===== src/core/fbp_pkg.sv =====
// shared constants and carrier types of the sector-protect and status block
// assumes one 20 MHz system clock and a serial host framed by chip select
package fbp_pkg;
   // ==========================================================
   // array geometry and protect decode
   localparam int SECTOR_W = 11;
   localparam logic [3:0] PROT_ALL_CODE = 4'hC;
   // ==========================================================
   // serial commands
   localparam logic [7:0] CMD_WR_ENABLE = 8'h06;
   localparam logic [7:0] CMD_WR_DISABLE = 8'h04;
   localparam logic [7:0] CMD_WR_STATUS = 8'h01;
   localparam logic [7:0] CMD_RD_STATUS = 8'h05;
   localparam logic [7:0] CMD_RD_FLAGS = 8'h70;
   // ==========================================================
   // status register layout
   localparam int SR_WIP = 0;
   localparam int SR_WEL = 1;
   localparam int SR_BP0 = 2;
   localparam int SR_TB = 5;
   localparam int SR_BP3 = 6;
   localparam logic [3:0] BP_RESET = 4'h0;
   localparam logic TB_RESET = 1'b0;
   // ==========================================================
   // flag status layout
   localparam int FS_READY = 7;
   localparam int FS_ERASE_SUSP = 6;
   localparam int FS_ERASE_ERR = 5;
   localparam int FS_PROG_ERR = 4;
   localparam int FS_PROG_SUSP = 2;
   localparam int FS_PROT_ERR = 1;
   localparam int FS_ADDR4 = 0;
   // ==========================================================
   // timing
   localparam int CLK_HZ = 20_000_000;
   localparam int STATUS_WRITE_TIME_MS = 5;
   localparam int STATUS_WRITE_MAX_MS = 8;
   localparam int STATUS_WRITE_CYCLES = CLK_HZ / 1000 * STATUS_WRITE_TIME_MS;
   localparam int STATUS_WRITE_MAX_CYCLES = CLK_HZ / 1000 * STATUS_WRITE_MAX_MS - 1;
   // ==========================================================
   // carriers
   typedef struct packed {
      logic valid;
      logic erase;
      logic [SECTOR_W-1:0] sector;
   } fbp_op_req_t;
   typedef struct packed {
      logic grant;
      logic deny;
   } fbp_op_rsp_t;
   typedef struct packed {
      logic nvcrBusy;
      logic progBusy;
      logic eraseBusy;
      logic eraseSusp;
      logic progSusp;
      logic eraseFail;
      logic progFail;
      logic addr4;
   } fbp_dev_state_t;
endpackage


===== src/core/fbp_protect_status.sv =====
// sector protect decode, self-timed status write and flag status reporting
// assumes serial pins are asynchronous; array datapath sits on clk_sys
//
// Behaviour
// - top select 0: code 1..11 protects top 2^(n-1) sectors; 12..15 all; 0 none
// - top select 1: code 1..11 protects bottom 2^(n-1) sectors; 12..15 all; 0 none
// - protected sectors are read-only; program or erase refused
// - status write sets protect and top select bits, not WEL or WIP
// - flag bit 7 is 0 during status write, 1 afterwards
// - self-timed status write starts when chip select rises
// - status write takes typically 5 ms, always under 8 ms
// - write-in-progress is 1 during the status write cycle, then 0
// - flag bit 7 reads busy during any write or erase operation
// - flag bits 6 and 2 show erase and program suspend; bit 3 reserved
// - flag bit 5 shows erase failure or protection error
// - flag bit 4 shows program failure or protection error
// - flag bit 1 shows attempt to modify a protected sector
// - flag bit 0 shows four-byte addressing mode
// - flag status readable at any moment, including during operations
// - ready flag always equals inverse of write-in-progress
`timescale 1ns/1ps
module fbp_protect_status import fbp_pkg::*; #(
   parameter int unsigned STATUS_CYCLES = STATUS_WRITE_CYCLES
) (
   input wire logic clk_sys,
   input wire logic nrst,
   input wire logic chipSelectLowN,
   input wire logic sclk,
   input wire logic mosi,
   output logic miso,
   output logic misoOe,
   input wire fbp_dev_state_t devState,
   input wire fbp_op_req_t opReq,
   output fbp_op_rsp_t opRsp
);
   localparam int CNT_W = $clog2(STATUS_CYCLES + 1);

   function automatic logic isProt(input logic tb, input logic [3:0] code, input logic [SECTOR_W-1:0] sec);
      logic [SECTOR_W-1:0] mask;
      logic hit;
      mask = {SECTOR_W{1'b1}} << (4'(code - 4'h1));
      if (code == 4'h0) begin
         hit = 1'b0;
      end else if (code >= PROT_ALL_CODE) begin
         hit = 1'b1;
      end else if (tb) begin
         hit = ((sec & mask) == '0);
      end else begin
         hit = ((sec & mask) == mask);
      end
      return hit;
   endfunction

   // ==========================================================
   // pin synchronisers and link frame
   logic sckMeta_r, sckSync_r, sckPrev_r, csMeta_r, csSync_r, csPrev_r, mosiMeta_r, mosiSync_r;
   logic [2:0] bitCnt_r, bitCnt_nxt;
   logic [1:0] byteCnt_r, byteCnt_nxt;
   logic [7:0] shift_r, shift_nxt, cmd_r, cmd_nxt, wrData_r, wrData_nxt, tx_r, tx_nxt;
   logic sckRise, sckFall, csEnd, reading;
   logic [7:0] statusByte, flagByte;

   assign sckRise = sckSync_r & ~sckPrev_r;
   assign sckFall = ~sckSync_r & sckPrev_r;
   assign csEnd = csSync_r & ~csPrev_r;
   assign reading = (cmd_r == CMD_RD_STATUS) || (cmd_r == CMD_RD_FLAGS);

   always_comb begin
      bitCnt_nxt = bitCnt_r;
      byteCnt_nxt = byteCnt_r;
      shift_nxt = shift_r;
      cmd_nxt = cmd_r;
      wrData_nxt = wrData_r;
      tx_nxt = tx_r;
      if (csSync_r) begin
         bitCnt_nxt = 3'h0;
         byteCnt_nxt = 2'h0;
      end else if (sckRise) begin
         shift_nxt = {shift_r[6:0], mosiSync_r};
         bitCnt_nxt = 3'(bitCnt_r + 3'h1);
         if (bitCnt_r == 3'h7) begin
            if (byteCnt_r == 2'h0) begin
               cmd_nxt = shift_nxt;
            end
            if (byteCnt_r == 2'h1 && cmd_r == CMD_WR_STATUS) begin
               wrData_nxt = shift_nxt;
            end
            if (byteCnt_r != 2'h3) begin
               byteCnt_nxt = 2'(byteCnt_r + 2'h1);
            end
         end
      end else if (sckFall) begin
         // reload each byte so a held frame keeps tracking live state
         if (reading && byteCnt_r != 2'h0 && bitCnt_r == 3'h0) begin
            tx_nxt = (cmd_r == CMD_RD_FLAGS) ? flagByte : statusByte;
         end else begin
            tx_nxt = {tx_r[6:0], 1'b0};
         end
      end
   end

   always_ff @(posedge clk_sys or negedge nrst) begin
      if (!nrst) begin
         sckMeta_r <= 1'b0;
         sckSync_r <= 1'b0;
         sckPrev_r <= 1'b0;
         csMeta_r <= 1'b1;
         csSync_r <= 1'b1;
         csPrev_r <= 1'b1;
         mosiMeta_r <= 1'b0;
         mosiSync_r <= 1'b0;
         bitCnt_r <= 3'h0;
         byteCnt_r <= 2'h0;
         shift_r <= 8'h00;
         cmd_r <= 8'h00;
         wrData_r <= 8'h00;
         tx_r <= 8'h00;
      end else begin
         sckMeta_r <= sclk;
         sckSync_r <= sckMeta_r;
         sckPrev_r <= sckSync_r;
         csMeta_r <= chipSelectLowN;
         csSync_r <= csMeta_r;
         csPrev_r <= csSync_r;
         mosiMeta_r <= mosi;
         mosiSync_r <= mosiMeta_r;
         bitCnt_r <= bitCnt_nxt;
         byteCnt_r <= byteCnt_nxt;
         shift_r <= shift_nxt;
         cmd_r <= cmd_nxt;
         wrData_r <= wrData_nxt;
         tx_r <= tx_nxt;
      end
   end

   assign miso = tx_r[7];
   assign misoOe = ~csSync_r & reading & (byteCnt_r != 2'h0);

   // ==========================================================
   // status register, timed write and flags
   logic wel_r, wel_nxt, swBusy_r, swBusy_nxt, tb_r, tb_nxt;
   logic eraseErr_r, eraseErr_nxt, progErr_r, progErr_nxt, protErr_r, protErr_nxt;
   logic [3:0] bp_r, bp_nxt;
   logic [7:0] pend_r, pend_nxt;
   logic [CNT_W-1:0] cnt_r, cnt_nxt;
   logic wip, oneByteEnd, wrsrEnd, opProt, wrsrStart;

   // external busy keeps ready and WIP tied together for every operation
   assign wip = swBusy_r | devState.nvcrBusy | devState.progBusy | devState.eraseBusy;
   assign oneByteEnd = csEnd && byteCnt_r == 2'h1 && bitCnt_r == 3'h0;
   assign wrsrEnd = csEnd && byteCnt_r == 2'h2 && bitCnt_r == 3'h0 && cmd_r == CMD_WR_STATUS;
   assign wrsrStart = wrsrEnd && wel_r && !wip;
   assign opProt = isProt(tb_r, bp_r, opReq.sector);

   always_comb begin
      statusByte = 8'h00;
      statusByte[SR_WIP] = wip;
      statusByte[SR_WEL] = wel_r;
      statusByte[SR_BP0 +: 3] = bp_r[2:0];
      statusByte[SR_TB] = tb_r;
      statusByte[SR_BP3] = bp_r[3];
      flagByte = 8'h00;
      flagByte[FS_READY] = ~wip;
      flagByte[FS_ERASE_SUSP] = devState.eraseSusp;
      flagByte[FS_ERASE_ERR] = eraseErr_r | devState.eraseFail;
      flagByte[FS_PROG_ERR] = progErr_r | devState.progFail;
      flagByte[FS_PROG_SUSP] = devState.progSusp;
      flagByte[FS_PROT_ERR] = protErr_r;
      flagByte[FS_ADDR4] = devState.addr4;
   end

   // refusal is combinational so the array never sees a protected target
   assign opRsp = '{grant: opReq.valid & ~opProt, deny: opReq.valid & opProt};

   always_comb begin
      wel_nxt = wel_r;
      swBusy_nxt = swBusy_r;
      tb_nxt = tb_r;
      bp_nxt = bp_r;
      pend_nxt = pend_r;
      cnt_nxt = cnt_r;
      eraseErr_nxt = eraseErr_r;
      progErr_nxt = progErr_r;
      protErr_nxt = protErr_r;
      if (oneByteEnd && !wip && cmd_r == CMD_WR_ENABLE) begin
         wel_nxt = 1'b1;
         eraseErr_nxt = 1'b0;
         progErr_nxt = 1'b0;
         protErr_nxt = 1'b0;
      end
      if (oneByteEnd && !wip && cmd_r == CMD_WR_DISABLE) begin
         wel_nxt = 1'b0;
      end
      if (wrsrStart) begin
         swBusy_nxt = 1'b1;
         cnt_nxt = '0;
         pend_nxt = wrData_r;
      end
      if (swBusy_r) begin
         cnt_nxt = CNT_W'(cnt_r + 1'b1);
         if (cnt_r == CNT_W'(STATUS_CYCLES - 1)) begin
            swBusy_nxt = 1'b0;
            wel_nxt = 1'b0;
            // only protect and select bits are taken from the data byte
            bp_nxt = {pend_r[SR_BP3], pend_r[SR_BP0 +: 3]};
            tb_nxt = pend_r[SR_TB];
         end
      end
      // a refused operation sets its flags after any clear in the same cycle
      if (opRsp.deny) begin
         protErr_nxt = 1'b1;
         if (opReq.erase) begin
            eraseErr_nxt = 1'b1;
         end else begin
            progErr_nxt = 1'b1;
         end
      end
   end

   always_ff @(posedge clk_sys or negedge nrst) begin
      if (!nrst) begin
         wel_r <= 1'b0;
         swBusy_r <= 1'b0;
         tb_r <= TB_RESET;
         bp_r <= BP_RESET;
         pend_r <= 8'h00;
         cnt_r <= '0;
         eraseErr_r <= 1'b0;
         progErr_r <= 1'b0;
         protErr_r <= 1'b0;
      end else begin
         wel_r <= wel_nxt;
         swBusy_r <= swBusy_nxt;
         tb_r <= tb_nxt;
         bp_r <= bp_nxt;
         pend_r <= pend_nxt;
         cnt_r <= cnt_nxt;
         eraseErr_r <= eraseErr_nxt;
         progErr_r <= progErr_nxt;
         protErr_r <= protErr_nxt;
      end
   end
endmodule


===== config.mk =====
export PLATFORM = sky130hd
export DESIGN_NAME = fbp_protect_status
export DESIGN_NICKNAME = d
export VERILOG_FILES = /design/src/core/fbp_pkg.sv /design/src/core/fbp_protect_status.sv
export SDC_FILE = /design/constraint.sdc
export NUM_CORES = 1
export LEC_CHECK = 0
export ABC_AREA = 1
export BUFFER_PORTS_ARGS = -buffer_cell sky130_fd_sc_hd__buf_2
export CAP_MARGIN = 10
export CORE_UTILIZATION = 45
export CTS_CLUSTER_SIZE = 14
export DETAILED_ROUTE_END_ITERATION = 8
export PLACE_DENSITY = 0.7
export SYNTH_ARGS = -nofsm -noshare
export SYNTH_HDL_FRONTEND = slang
export SYNTH_SLANG_ARGS = --single-unit

===== constraint.sdc =====
create_clock -name clk_sys -period 7.36 [get_ports clk_sys]
set_input_delay 2.208 -clock clk_sys [delete_from_list [all_inputs] [get_ports clk_sys]]
set_output_delay 2.208 -clock clk_sys [all_outputs]
set_load 0.005 [all_outputs]

Word level (Yosys, flattened, before mapping):

Index checks and enable logic that the tools add are counted.

* input port bits: 26
* output and inout bits: 4
* flip-flop bits (word level): 77
* logic and storage cells: 119

* shift-type cells: 1
* reduce and logical (&&, ||, !) cells: 31
* equality and inequality tests: 11
* add/sub/neg operators: 4
* order comparisons: 1
* mux-type cells: 28
* bitwise gates (word level): 20

Operator list (number)
* $mux 17: 2
* $eq 8x3->1 const B: 3
* $mux 1: 18
* $add 17x1->17 const B: 1
* $eq 17x17->1 const B: 1
* $mux 8: 2
* $logic_and 1x1->1: 13
* $reduce_bool 2->1: 6
* $and 11x11->11: 1
* $eq 11x11->1: 1
* $logic_not 11->1: 1
* $shl 11x4->11 const A: 1
* $eq 8x1->1 const B: 1
* $eq 8x7->1 const B: 1
* $mux 2: 4
* $reduce_and 4->1: 2
* $and 1x1->1: 7
* $not 1->1: 7
* $mux 3: 2
* $reduce_and 3->1: 2
* $or 1x1->1: 5
* $ge 4x4->1 const B: 1
* $logic_not 4->1: 1
* $reduce_and 2->1: 2
* 11 further kinds: 11

Depth between registers and ports, before layout:

Gate-level depths: netlist of the first run.

* depth after elaboration: 10
* depth in mapped cells: 15
* mapped depth without buffers: 14

Worst setup path after synthesis of the first run:

No wires, ideal clock.

* path kind: input to output
* from: input port opReq[7] (netlist name)
* to: output port opRsp[0] (netlist name)
* slack: 2275 ps
* path buffers: 1
* cell stages on the path: 10
* required time: 5152 ps
* data arrival time: 2877 ps
* cell sequence: nand3_1 -> nand2_1 -> inv_1 -> nand2_1 -> nor2_1 -> nand3_1 -> nand3_2 -> nand2_1 -> nor2_1 -> buf_4

RTL lines
* start: declaration: line fbp_protect_status.sv:33 `input wire fbp_op_req_t opReq,`
* end: declaration: line fbp_protect_status.sv:34 `output fbp_op_rsp_t opRsp`

==> impl_results.rst, run 1 <==
.. list-table::
   :header-rows: 1

   * - Metric
     - Value
   * - Cell occurring most often along the worst timing path
     - nand2_1
   * - Clock latency on the worst-skew pair
     - 0.36 ns
   * - Area growth from synthesis to layout
     - 11.4%
   * - Total congestion overflow
     - 0
   * - Clk buf depth
     - 2
   * - Pin count of the biggest net entering global routing
     - 74
   * - Maximum operating frequency
     - 0.189 GHz
   * - CTS tree
     - built
   * - Num CTS Buffers
     - 9
   * - Port Buf Inserts
     - 29
   * - DIE HEIGHT
     - 94.5 um
   * - Post_cts resized
     - 0
   * - Setup Slack @ Placement
     - 2.08 ns
   * - Biggest area consumer among synthesized cells
     - dfrtp_1
   * - Row cnt
     - 33
   * - Die area
     - 8930 sq um
   * - Clock period minus final worst setup slack
     - 5.29 ns
   * - Routed wire length
     - 7.84 mm
   * - Core region area
     - 8260 sq um
   * - Final-stage net count
     - 547
   * - Clock root cell
     - clkbuf_8
   * - Effective utilization at floorplan
     - 0.466
   * - Most used flip-flop cell after synthesis
     - dfrtp_1
   * - Number of storage elements in the synthesis netlist
     - 73
   * - Max-cap violation count
     - 0
   * - Final core area utilization
     - 0.519
   * - Critical path endpoint category
     - primary output
   * - Clock Pin Slew Worst Setup and Hold Paths
     - 0.09 ns
   * - Most used cells in the layout excluding fill and tap cells
     - nand2_1, inv_1, dfrtp_1
   * - DP HPWL
     - 5.56 mm
   * - Cell area after synthesis
     - 3850 sq um
   * - Share of the yosys chip area belonging to registers
     - 0.475
   * - Final number of max-transition violations
     - 0
   * - Total nets after synthesis
     - 515
   * - Most common library cell in the layout ignoring fill and taps
     - nand2_1
   * - Crit path buffers/inverters
     - 3
   * - Power, Total
     - 806 uW
   * - Share of post-route cells with drive strength above 1
     - 0.144
   * - Number of standard cells after synthesis
     - 477
   * - RSZ-0062 raised after global routing
     - no
   * - Number of warnings issued by yosys
     - 0
   * - Number of global-route vias before repair
     - 3082
   * - Fin. Hold Viols
     - 0
   * - Mean Syn Cell Area
     - 8.07 sq um
   * - CTS Hold Bufs
     - 0
   * - Starting DRT DRC Count
     - 130
   * - Worst-margin pin slew
     - 0.910 ns
   * - Clock skew after layout
     - 0.0101 ns
   * - Global router's overall resource usage
     - 0.201
   * - DR vias/cell
     - 5.08
   * - Antenna diode count
     - 0
   * - Worst path setup slack after routing
     - 2.07 ns
   * - Family with the most delay on the worst path
     - simple AND/OR/NAND/NOR gates
   * - Critical-path cell with the highest stage delay
     - buf_2
   * - Fraction of registers with async set/reset
     - 1.00
   * - Number of enable flip-flop cells after synthesis
     - 0
   * - Horizontal extent of the die
     - 94.5 um
   * - Mean routed wirelength per cell
     - 12.7 um
   * - Outcome
     - finished, final reports clean
   * - PD cells
     - 188 nW/um^2
   * - Top cell type's share of synthesized area
     - 0.455
   * - Setup Buffers After CTS
     - 0
   * - Required time reported for the critical path endpoint
     - 5.15 ns
   * - Min-Delay Path Class
     - reg2reg
   * - Number of ports placed on the die boundary
     - 30
   * - Most area-consuming cells after synthesis
     - dfrtp_1, nand2_1, inv_1
   * - Synth unique cells
     - 39
   * - First-pass GRT wire length
     - 13.7 mm
   * - Critical path class
     - in2out
   * - Final-report setup violation count
     - 0
   * - Final routed DRC violation total
     - 0
   * - Total via count after detailed routing
     - 3143
   * - Routability cong.
     - 0.833
   * - Maximum VDD drop
     - 0.108 mV
   * - Total Neg Setup Slack
     - 0 ns
   * - Leakage power total
     - 0.00212 uW
   * - Detailed-routing iteration count for the pre-antenna-repair pass
     - 5
   * - Endpoint arrival time on the critical path
     - 3.08 ns
   * - Post-route ant nets
     - 0
   * - CP Max Fanout
     - 4
   * - Final period utilization
     - 0.719
   * - Element type at the critical path start
     - input port
   * - Biggest cell delay along the critical path
     - 0.11 ns
   * - Slew HR
     - 0.393
   * - Total number of clock tree sinks
     - 73
   * - Number of antenna violations at the first check in global routing
     - 0
   * - Ordered cell list for the critical path
     - buf_2 -> nand3_1 -> nand2_1 -> inv_1 -> nand2_1 -> nor2_1 -> nand3_1 -> nand3_2 -> nand2_1 -> nor2_1 -> buf_2
   * - Clock H-tree levels
     - 3
worst register-to-register path, cell delays in order (launching register included):
cell,delay (ns)
dfrtp_1,0.40
inv_1,0.16
ha_1,0.23
inv_1,0.06
ha_1,0.34
nor2_1,0.22
inv_1,0.09
nand3_1,0.11
nand2_1,0.06
nand3_1,0.07
nor2_1,0.04
nand3_1,0.08
nand3_2,0.10
nand2_1,0.09
o21ai_1,0.09
routing by layer:
metal | wire length, um | part of all wire | global-route usage | vias to the layer above
met5 | 0 | 0 | 0 | -
met4 | 148 | 0.019 | 0.0846 | 0
met3 | 322 | 0.041 | 0.0636 | 14
met2 | 3590 | 0.46 | 0.321 | 56
met1 | 3780 | 0.48 | 0.253 | 1459
li1 | - | - | - | 1614
cell type report:
class | count | area (sq um)
fill | 777 | 3970
sequential | 73 | 1830
multi-input combinational | 319 | 1680
inverter | 76 | 285
timing repair buffer | 30 | 153
tap | 105 | 131
clock buffer | 9 | 124
clock inverter | 7 | 85.1
final timing paths:
| check | slack (ns) | end | cells past startpoint | from |
|---|---|---|---|---|
| max | 2.07 | opRsp[0] | 11 | opReq[7] |
| min | 0.35 | sckSync_r$_DFF_PN0_ | 0 | sckMeta_r$_DFF_PN0_ |
| max reg2reg | 5.11 | protErr_r$_DFFE_PN0P_ | 14 | bp_r[0]$_DFFE_PN0P_ |
| min reg2reg | 0.35 | sckSync_r$_DFF_PN0_ | 0 | sckMeta_r$_DFF_PN0_ |
| max in group asynchronous | 4.71 | cnt_r[5]$_DFFE_PN0P_ | 2 | nrst |
| min in group asynchronous | 2.05 | bitCnt_r[1]$_DFFE_PN0P_ | 2 | nrst |
state kept, by name (all words and copies together) (netlist names), 2 cells and up:
register	cells
byteCnt_r	2
cnt_r	17
pend_r	5
tx_r	8
cmd_r	8
wrData_r	5
bitCnt_r	3
shift_r	7
bp_r	4
report_power, final:
part | internal (uW) | switching, uW | total, uW
Combinational | 16.8 | 31.5 | 48.3
Clock | 163 | 166 | 329
Sequential | 420 | 9.39 | 429
Total | 599 | 207 | 806
logic make-up after synthesis:
logic type	Yosys count	synth area share
buffers and inverters	85	0.0884
AO/OA/AOI/OAI	82	0.114
multiplexers	3	0.00812
adder cells (fa/ha/maj)	12	0.0390
flip-flops	73	0.475
AND/OR/NAND/NOR	222	0.275
Yosys cell counts (2+ instances only):
master,number
nor4_2,2
inv_1,74
nand2_2,4
ha_1,12
dfrtp_1,70
nand3_2,3
nand2_1,110
inv_2,2
a21oi_1,22
mux2i_1,2
a31oi_1,3
buf_4,3
nand4_1,20
nor4_1,2
o22ai_1,3
nor2_2,3
nor3_2,4
dfstp_2,3
nor3_1,3
o21ai_0,46
nand3_1,20
o21ai_1,4
buf_2,2
clkbuf_1,3
nor2_1,43
per-stage QoR:
stage | hold slack [ns] | instances | area, sq um
3_5_place_dp | 0.337 | 603 | 4080
5_1_grt | 0.357 | 619 | 4290
2_1_floorplan | 0.331 | 477 | 3850
3_3_place_gp | 0.334 | 603 | 4080
4_1_cts | 0.365 | 619 | 4290
6_report | 0.350 | 619 | 4290
Power figures use the tool's default switching activity.
==> inputs of run 2 (changes only) <==
==> constraint.sdc (replaced) <==
create_clock -name clk_sys -period 5.2 [get_ports clk_sys]
set_input_delay 1.56 -clock clk_sys [delete_from_list [all_inputs] [get_ports clk_sys]]
set_output_delay 1.56 -clock clk_sys [all_outputs]
set_load 0.005 [all_outputs]
==> impl_results.rst, run 2 (synthesis gave the netlist of run 1 again) <==
.. list-table::
   :header-rows: 1

   * - Metric
     - Value
   * - Outcome
     - finished, final reports clean
   * - Critical-path cell with the highest stage delay
     - dfrtp_1
   * - Die area
     - 8930 sq um
   * - Cell occurring most often along the worst timing path
     - inv_1
   * - Hold path depth
     - 0
   * - Final-report setup violation count
     - 0
   * - Antenna diode count
     - 0
   * - Starting DRT DRC Count
     - 171
   * - Worst-margin pin slew
     - 1.03 ns
   * - Clk buf depth
     - 2
   * - RSZ-0062 raised after global routing
     - no
   * - Instance area after placement
     - 4080 sq um
   * - Total congestion overflow
     - 0
   * - PD cells
     - 263 nW/um^2
   * - DIE HEIGHT
     - 94.5 um
   * - Family with the most delay on the worst path
     - simple AND/OR/NAND/NOR gates
   * - Reported net switching power
     - 284 uW
   * - Total number of clock tree sinks
     - 73
   * - Core region area
     - 8260 sq um
   * - Number of global-route vias before repair
     - 2936
   * - Post-layout instance area
     - 4280 sq um
   * - Critical path endpoint category
     - primary output
   * - Number of flip-flops in the largest register
     - 17
   * - Leakage power total
     - 0.00212 uW
   * - Max-cap violation count
     - 0
   * - Clock network power share
     - 0.402
   * - DP HPWL
     - 5.69 mm
   * - Endpoint arrival time on the critical path
     - 2.54 ns
   * - Biggest cell delay along the critical path
     - 0.40 ns
   * - Most common library cell in the layout ignoring fill and taps
     - nand2_1
   * - Most used cells in the layout excluding fill and tap cells
     - nand2_1, inv_1, dfrtp_1
   * - Required time reported for the critical path endpoint
     - 3.64 ns
   * - Total via count after detailed routing
     - 3151
   * - Number of ports placed on the die boundary
     - 30
   * - Combined area of the multi-input logic cells
     - 1680 sq um
   * - Final-stage net count
     - 547
   * - Clock H-tree levels
     - 3
   * - Num CTS Buffers
     - 9
   * - Final routed DRC violation total
     - 0
   * - Area taken by flip-flops and latches
     - 1830 sq um
   * - Share of post-route cells with drive strength above 1
     - 0.144
   * - Clock skew after layout
     - 0.0155 ns
   * - Routability cong.
     - 0.853
   * - Horizontal extent of the die
     - 94.5 um
   * - Switching part of the total power
     - 0.252
   * - Number of inserted filler cells in the final layout
     - 797
   * - Clock root cell
     - clkbuf_8
   * - Ordered cell list for the critical path
     - inv_1 -> ha_1 -> inv_1 -> ha_1 -> nor2_1 -> inv_1 -> nand3_1 -> nand2_1 -> nand2_1 -> nor2_1 -> nand3_1 -> nand3_2 -> a21oi_1 -> buf_2
   * - Detailed-routing iteration count for the pre-antenna-repair pass
     - 4
   * - Effective utilization at floorplan
     - 0.466
   * - Maximum operating frequency
     - 0.244 GHz
   * - CTS Hold Bufs
     - 0
   * - Combinational share of power
     - 0.060
   * - Crit. path cell count
     - 14
   * - Fin. Hold Viols
     - 0
   * - Element type at the critical path start
     - flop
   * - Final core area utilization
     - 0.518
   * - Area growth from synthesis to layout
     - 11.2%
   * - CTS tree
     - built
   * - Crit path buffers/inverters
     - 4
   * - Maximum VDD drop
     - 0.196 mV
   * - Final number of max-transition violations
     - 0
   * - Total Neg Setup Slack
     - 0 ns
   * - Clock period minus final worst setup slack
     - 4.10 ns
   * - Port Buf Inserts
     - 29
   * - Post_cts resized
     - 0
   * - Setup Buffers After CTS
     - 0
   * - Register name with the most flops
     - cnt_r
   * - Mean routed wirelength per cell
     - 12.5 um
   * - DR vias/cell
     - 5.09
   * - Number of antenna violations at the first check in global routing
     - 0
   * - Clock latency on the worst-skew pair
     - 0.36 ns
   * - Post-route ant nets
     - 0
   * - Cell count of the worst reg-to-reg path
     - 14
   * - Power, Total
     - 1130 uW
   * - Clock Pin Slew Worst Setup and Hold Paths
     - 0.08 ns
   * - Min-Delay Path Class
     - reg2reg
   * - Global router's overall resource usage
     - 0.191
   * - Largest registers ranked by flip-flop count
     - cnt_r x17, cmd_r x8, tx_r x8
   * - Row cnt
     - 33
   * - Pin count of the biggest net entering global routing
     - 47
   * - Slew HR
     - 0.316
   * - P_int
     - 843 uW
   * - Power share of the sequential group
     - 0.538
   * - Critical path class
     - reg2out
   * - Routed wire length
     - 7.74 mm
   * - CP Max Fanout
     - 5
   * - Final period utilization
     - 0.788
   * - First-pass GRT wire length
     - 13.1 mm
==> run 2: cell count changes in the layout (fill, tap and decap cells not counted) <==
cell,before,now
clkinv_2,0,1
clkinv_4,3,2
clkinvlp_4,0,1
inv_8,1,0
==> run 2: through the flow <==
stage / worst slack (ns) / std cells / hold WS [ns]
6_report: 1.10 / 619 / 0.354
5_1_grt: 0.803 / 619 / 0.359
4_1_cts: 1.08 / 619 / 0.357
3_5_place_dp: 1.22 / 603 / 0.337
3_3_place_gp: 1.25 / 603 / 0.333
2_1_floorplan: 1.41 / 477 / 0.331
==> run 2: per-layer routing <==
layer,vias up,share of wire,track usage
li1,1617,-,-
met1,1470,0.48,0.249
met2,56,0.46,0.313
met3,8,0.044,0.0483
met4,0,0.013,0.0606
met5,-,0,0
==> run 2: worst paths after layout <==
path / from / end / slack [ns]
worst max-delay path: bp_r[0]$_DFFE_PN0P_ / opRsp[1] / 1.10
worst min-delay path: mosiMeta_r$_DFF_PN0_ / mosiSync_r$_DFF_PN0_ / 0.35
worst max register to register: bp_r[0]$_DFFE_PN0P_ / protErr_r$_DFFE_PN0P_ / 3.00
worst min register to register: mosiMeta_r$_DFF_PN0_ / mosiSync_r$_DFF_PN0_ / 0.35
max in group asynchronous: nrst / pend_r[5]$_DFFE_PN0P_ / 2.87
min in group asynchronous: nrst / tx_r[7]$_DFFE_PN0P_ / 1.38
==> run 2: layout make-up <==
cell class,instances,area share
Sequential cell,73,0.428
Multi-Input combinational cell,319,0.392
Inverter,76,0.0666
Timing Repair Buffer,30,0.0357
Tap cell,105,0.0307
Clock buffer,9,0.0289
Clock inverter,7,0.0181
==> run 2: power by group through the flow <==
stage                     clock (uW)  sequential, uW  combinational [uW]
after floorplan                    0             616                34.4
after global routing             487             611                80.8
final                            453             607                67.5
after CTS                        465             607                69.8
after global placement             0             617                67.3
after detailed placement           0             618                69.5
==> inputs of run 3 (changes only) <==
--- a/config.mk
+++ b/config.mk
@@ -5,7 +5,7 @@
 export SDC_FILE = /design/constraint.sdc
 export NUM_CORES = 1
 export LEC_CHECK = 0
-export ABC_AREA = 1
+export ABC_AREA = 0
 export BUFFER_PORTS_ARGS = -buffer_cell sky130_fd_sc_hd__buf_2
 export CAP_MARGIN = 10
 export CORE_UTILIZATION = 45
==> constraint.sdc (replaced) <==
create_clock -name clk_sys -period 4.3 [get_ports clk_sys]
set_input_delay 1.29 -clock clk_sys [delete_from_list [all_inputs] [get_ports clk_sys]]
set_output_delay 1.29 -clock clk_sys [all_outputs]
set_load 0.005 [all_outputs]
==> impl_results.rst, run 3 <==
.. list-table::
   :header-rows: 1

   * - Metric
     - Value
   * - Outcome
     - finished, final reports clean
   * - Clock period minus final worst setup slack
     - 3.80 ns
   * - Number of global-route vias before repair
     - 2501
   * - Share of the yosys chip area belonging to registers
     - 0.507
   * - Largest registers ranked by flip-flop count
     - cnt_r x17, cmd_r x8, tx_r x8
   * - Cell area after synthesis
     - 3610 sq um
   * - Final routed DRC violation total
     - 0
   * - Clock skew after layout
     - 0.0168 ns
   * - Post_cts resized
     - 0
   * - Leakage power total
     - 0.00194 uW
   * - Final number of max-transition violations
     - 0
   * - Clk buf depth
     - 2
   * - Number of storage elements in the synthesis netlist
     - 73
   * - Clock Pin Slew Worst Setup and Hold Paths
     - 0.06 ns
   * - Horizontal extent of the die
     - 91.6 um
   * - Setup Buffers After CTS
     - 0
   * - CTS tree
     - built
   * - Required time reported for the critical path endpoint
     - 3.01 ns
   * - Effective utilization at floorplan
     - 0.467
   * - DIE HEIGHT
     - 91.6 um
   * - Maximum operating frequency
     - 0.263 GHz
   * - Register name with the most flops
     - cnt_r
   * - Biggest cell delay along the critical path
     - 0.28 ns
   * - DP Cell Count
     - 465
   * - Number of enable flip-flop cells after synthesis
     - 0
   * - Slew HR
     - 0.497
   * - Fin. Hold Viols
     - 0
   * - Combinational share of power
     - 0.061
   * - Min-Delay Path Class
     - reg2reg
   * - Setup Slack @ Placement
     - 0.526 ns
   * - Starting DRT DRC Count
     - 128
   * - Area growth from synthesis to layout
     - 12.8%
   * - Clock latency on the worst-skew pair
     - 0.35 ns
   * - Ordered cell list for the critical path
     - buf_2 -> nand3_1 -> a221oi_1 -> o2111ai_1 -> o22ai_2 -> a211oi_1 -> o21a_1 -> buf_2
   * - Post-route ant nets
     - 0
   * - Most numerous cell types in the synthesized netlist
     - dfrtp_1, nand2_1, mux2_2, o21ai_0, inv_1
   * - Element type at the critical path start
     - input port
   * - Cell with the most instances after synthesis
     - dfrtp_1
   * - Critical path class
     - in2out
   * - Die area
     - 8380 sq um
   * - Core region area
     - 7730 sq um
   * - Total via count after detailed routing
     - 2608
   * - Power share of the sequential group
     - 0.538
   * - Switching part of the total power
     - 0.225
   * - CP Max Fanout
     - 4
   * - Most used flip-flop cell after synthesis
     - dfrtp_1
   * - Detailed-routing iteration count for the pre-antenna-repair pass
     - 4
   * - Worst-margin pin slew
     - 0.752 ns
   * - CTS Hold Bufs
     - 0
   * - Most area-consuming cells after synthesis
     - dfrtp_1, mux2_2, nand2_1
   * - Reported net switching power
     - 321 uW
   * - Instance area after placement
     - 3860 sq um
   * - Crit path buffers/inverters
     - 2
   * - Total Neg Setup Slack
     - 0 ns
   * - P_int
     - 1100 uW
   * - Post-layout instance area
     - 4070 sq um
   * - Number of ports placed on the die boundary
     - 30
   * - Global router's overall resource usage
     - 0.173
   * - Max-cap violation count
     - 0
   * - DP HPWL
     - 4.87 mm
   * - Row cnt
     - 32
   * - First-pass GRT wire length
     - 11.5 mm
   * - Top cell type's share of synthesized area
     - 0.485
   * - Total congestion overflow
     - 0
   * - Synth unique cells
     - 47
   * - Number of flip-flops in the largest register
     - 17
   * - Share of post-route cells with drive strength above 1
     - 0.227
   * - Antenna diode count
     - 0
   * - Total number of clock tree sinks
     - 73
   * - PD cells
     - 350 nW/um^2
   * - Number of standard cells after synthesis
     - 341
   * - RSZ-0062 raised after global routing
     - no
   * - Final-report setup violation count
     - 0
   * - Most used cells in the layout excluding fill and tap cells
     - dfrtp_1, nand2_1, mux2_2, buf_2, o21ai_0
   * - Num CTS Buffers
     - 9
   * - Number of inserted filler cells in the final layout
     - 685
   * - Fraction of registers with async set/reset
     - 1.00
   * - Number of antenna violations at the first check in global routing
     - 0
   * - Family with the most delay on the worst path
     - compound AO/OA/AOI/OAI gates
   * - Biggest area consumer among synthesized cells
     - dfrtp_1
   * - Clock network power share
     - 0.400
   * - Critical-path cell with the highest stage delay
     - a221oi_1
   * - Pin count of the biggest net entering global routing
     - 34
   * - Worst path setup slack after routing
     - 0.499 ns
   * - Routed wire length
     - 6.76 mm
   * - Routability cong.
     - 0.818
   * - Most common library cell in the layout ignoring fill and taps
     - dfrtp_1
   * - Clock root cell
     - clkbuf_8
   * - Mean Syn Cell Area
     - 10.6 sq um
   * - Critical path endpoint category
     - primary output
   * - Number of cells in the finished layout apart from fillers
     - 481
   * - Cell occurring most often along the worst timing path
     - buf_2
   * - Endpoint arrival time on the critical path
     - 2.51 ns
   * - DR vias/cell
     - 5.42
   * - Final-stage net count
     - 412
   * - Clock H-tree levels
     - 3
   * - Final period utilization
     - 0.884
   * - Number of warnings issued by yosys
     - 0
   * - Mean routed wirelength per cell
     - 14.1 um
   * - Maximum VDD drop
     - 0.182 mV
   * - Total nets after synthesis
     - 379
   * - Port Buf Inserts
     - 29
==> run 3: changes by cell type after synthesis, sizes merged, moves of 8 or more <==
cell	previous run	this run
xnor2	0	8
nor2	46	15
o21ai	50	27
mux2i	2	13
a21oi	23	10
nand4	20	7
inv	76	20
nand2	114	49
mux2	1	29
nand3	23	14
==> run 3: layout make-up <==
cell class	instances	area, sq um	area share
multi-input combinational	239	1670	0.409
timing repair buffer	31	160	0.0393
clock inverter	5	80.1	0.0197
inverter	20	75.1	0.0184
sequential	73	1830	0.450
tap	102	128	0.0313
clock buffer	11	131	0.0323
==> run 3: layer usage <==
layer  vias up  global-route usage  wire length, um
met4         0              0.0595               84
met2        50               0.273             3070
met5         -                   0                0
met1      1269               0.233             3380
li1       1281                   -                -
met3         8              0.0402              227
==> run 3: cells by family after synthesis <==
| group | count (synthesis) | synth area share |
|---|---|---|
| xor+xnor | 11 | 0.0267 |
| compound gates | 61 | 0.109 |
| mux | 42 | 0.127 |
| buf+inv | 29 | 0.0312 |
| fa+ha+maj | 12 | 0.0416 |
| simple gates | 113 | 0.158 |
| flops | 73 | 0.507 |
==> run 3: final timing paths <==
path / to / cells after the start / startpoint / slack (ns)
min in group asynchronous: cnt_r[15]$_DFFE_PN0P_ / 1 / nrst / 0.99
worst max-delay path: opRsp[1] / 8 / opReq[5] / 0.50
worst max register to register: pend_r[4]$_DFFE_PN0P_ / 4 / swBusy_r$_DFF_PN0_ / 1.69
max in group asynchronous: csMeta_r$_DFF_PN1_ / 2 / nrst / 2.44
worst min register to register: sckSync_r$_DFF_PN0_ / 0 / sckMeta_r$_DFF_PN0_ / 0.35
worst min-delay path: sckSync_r$_DFF_PN0_ / 0 / sckMeta_r$_DFF_PN0_ / 0.35
==> run 3: metrics by stage <==
stage          power [uW]  hold WS, ns  utilization
5_1_grt              1490        0.359        0.527
3_3_place_gp          864        0.336        0.500
2_1_floorplan         819        0.331            -
4_1_cts              1440        0.355        0.527
3_5_place_dp          870        0.340        0.500
6_report             1420        0.351        0.527
==> run 3: power groups by stage <==
| stage | clock network [uW] | registers [uW] | logic (uW) |
|---|---|---|---|
| floorplan | 0 | 766 | 52.5 |
| global placement | 0 | 777 | 86.9 |
| detailed placement | 0 | 780 | 89.9 |
| CTS | 586 | 767 | 90.0 |
| global route | 612 | 773 | 101 |
| finish | 571 | 767 | 87.5 |
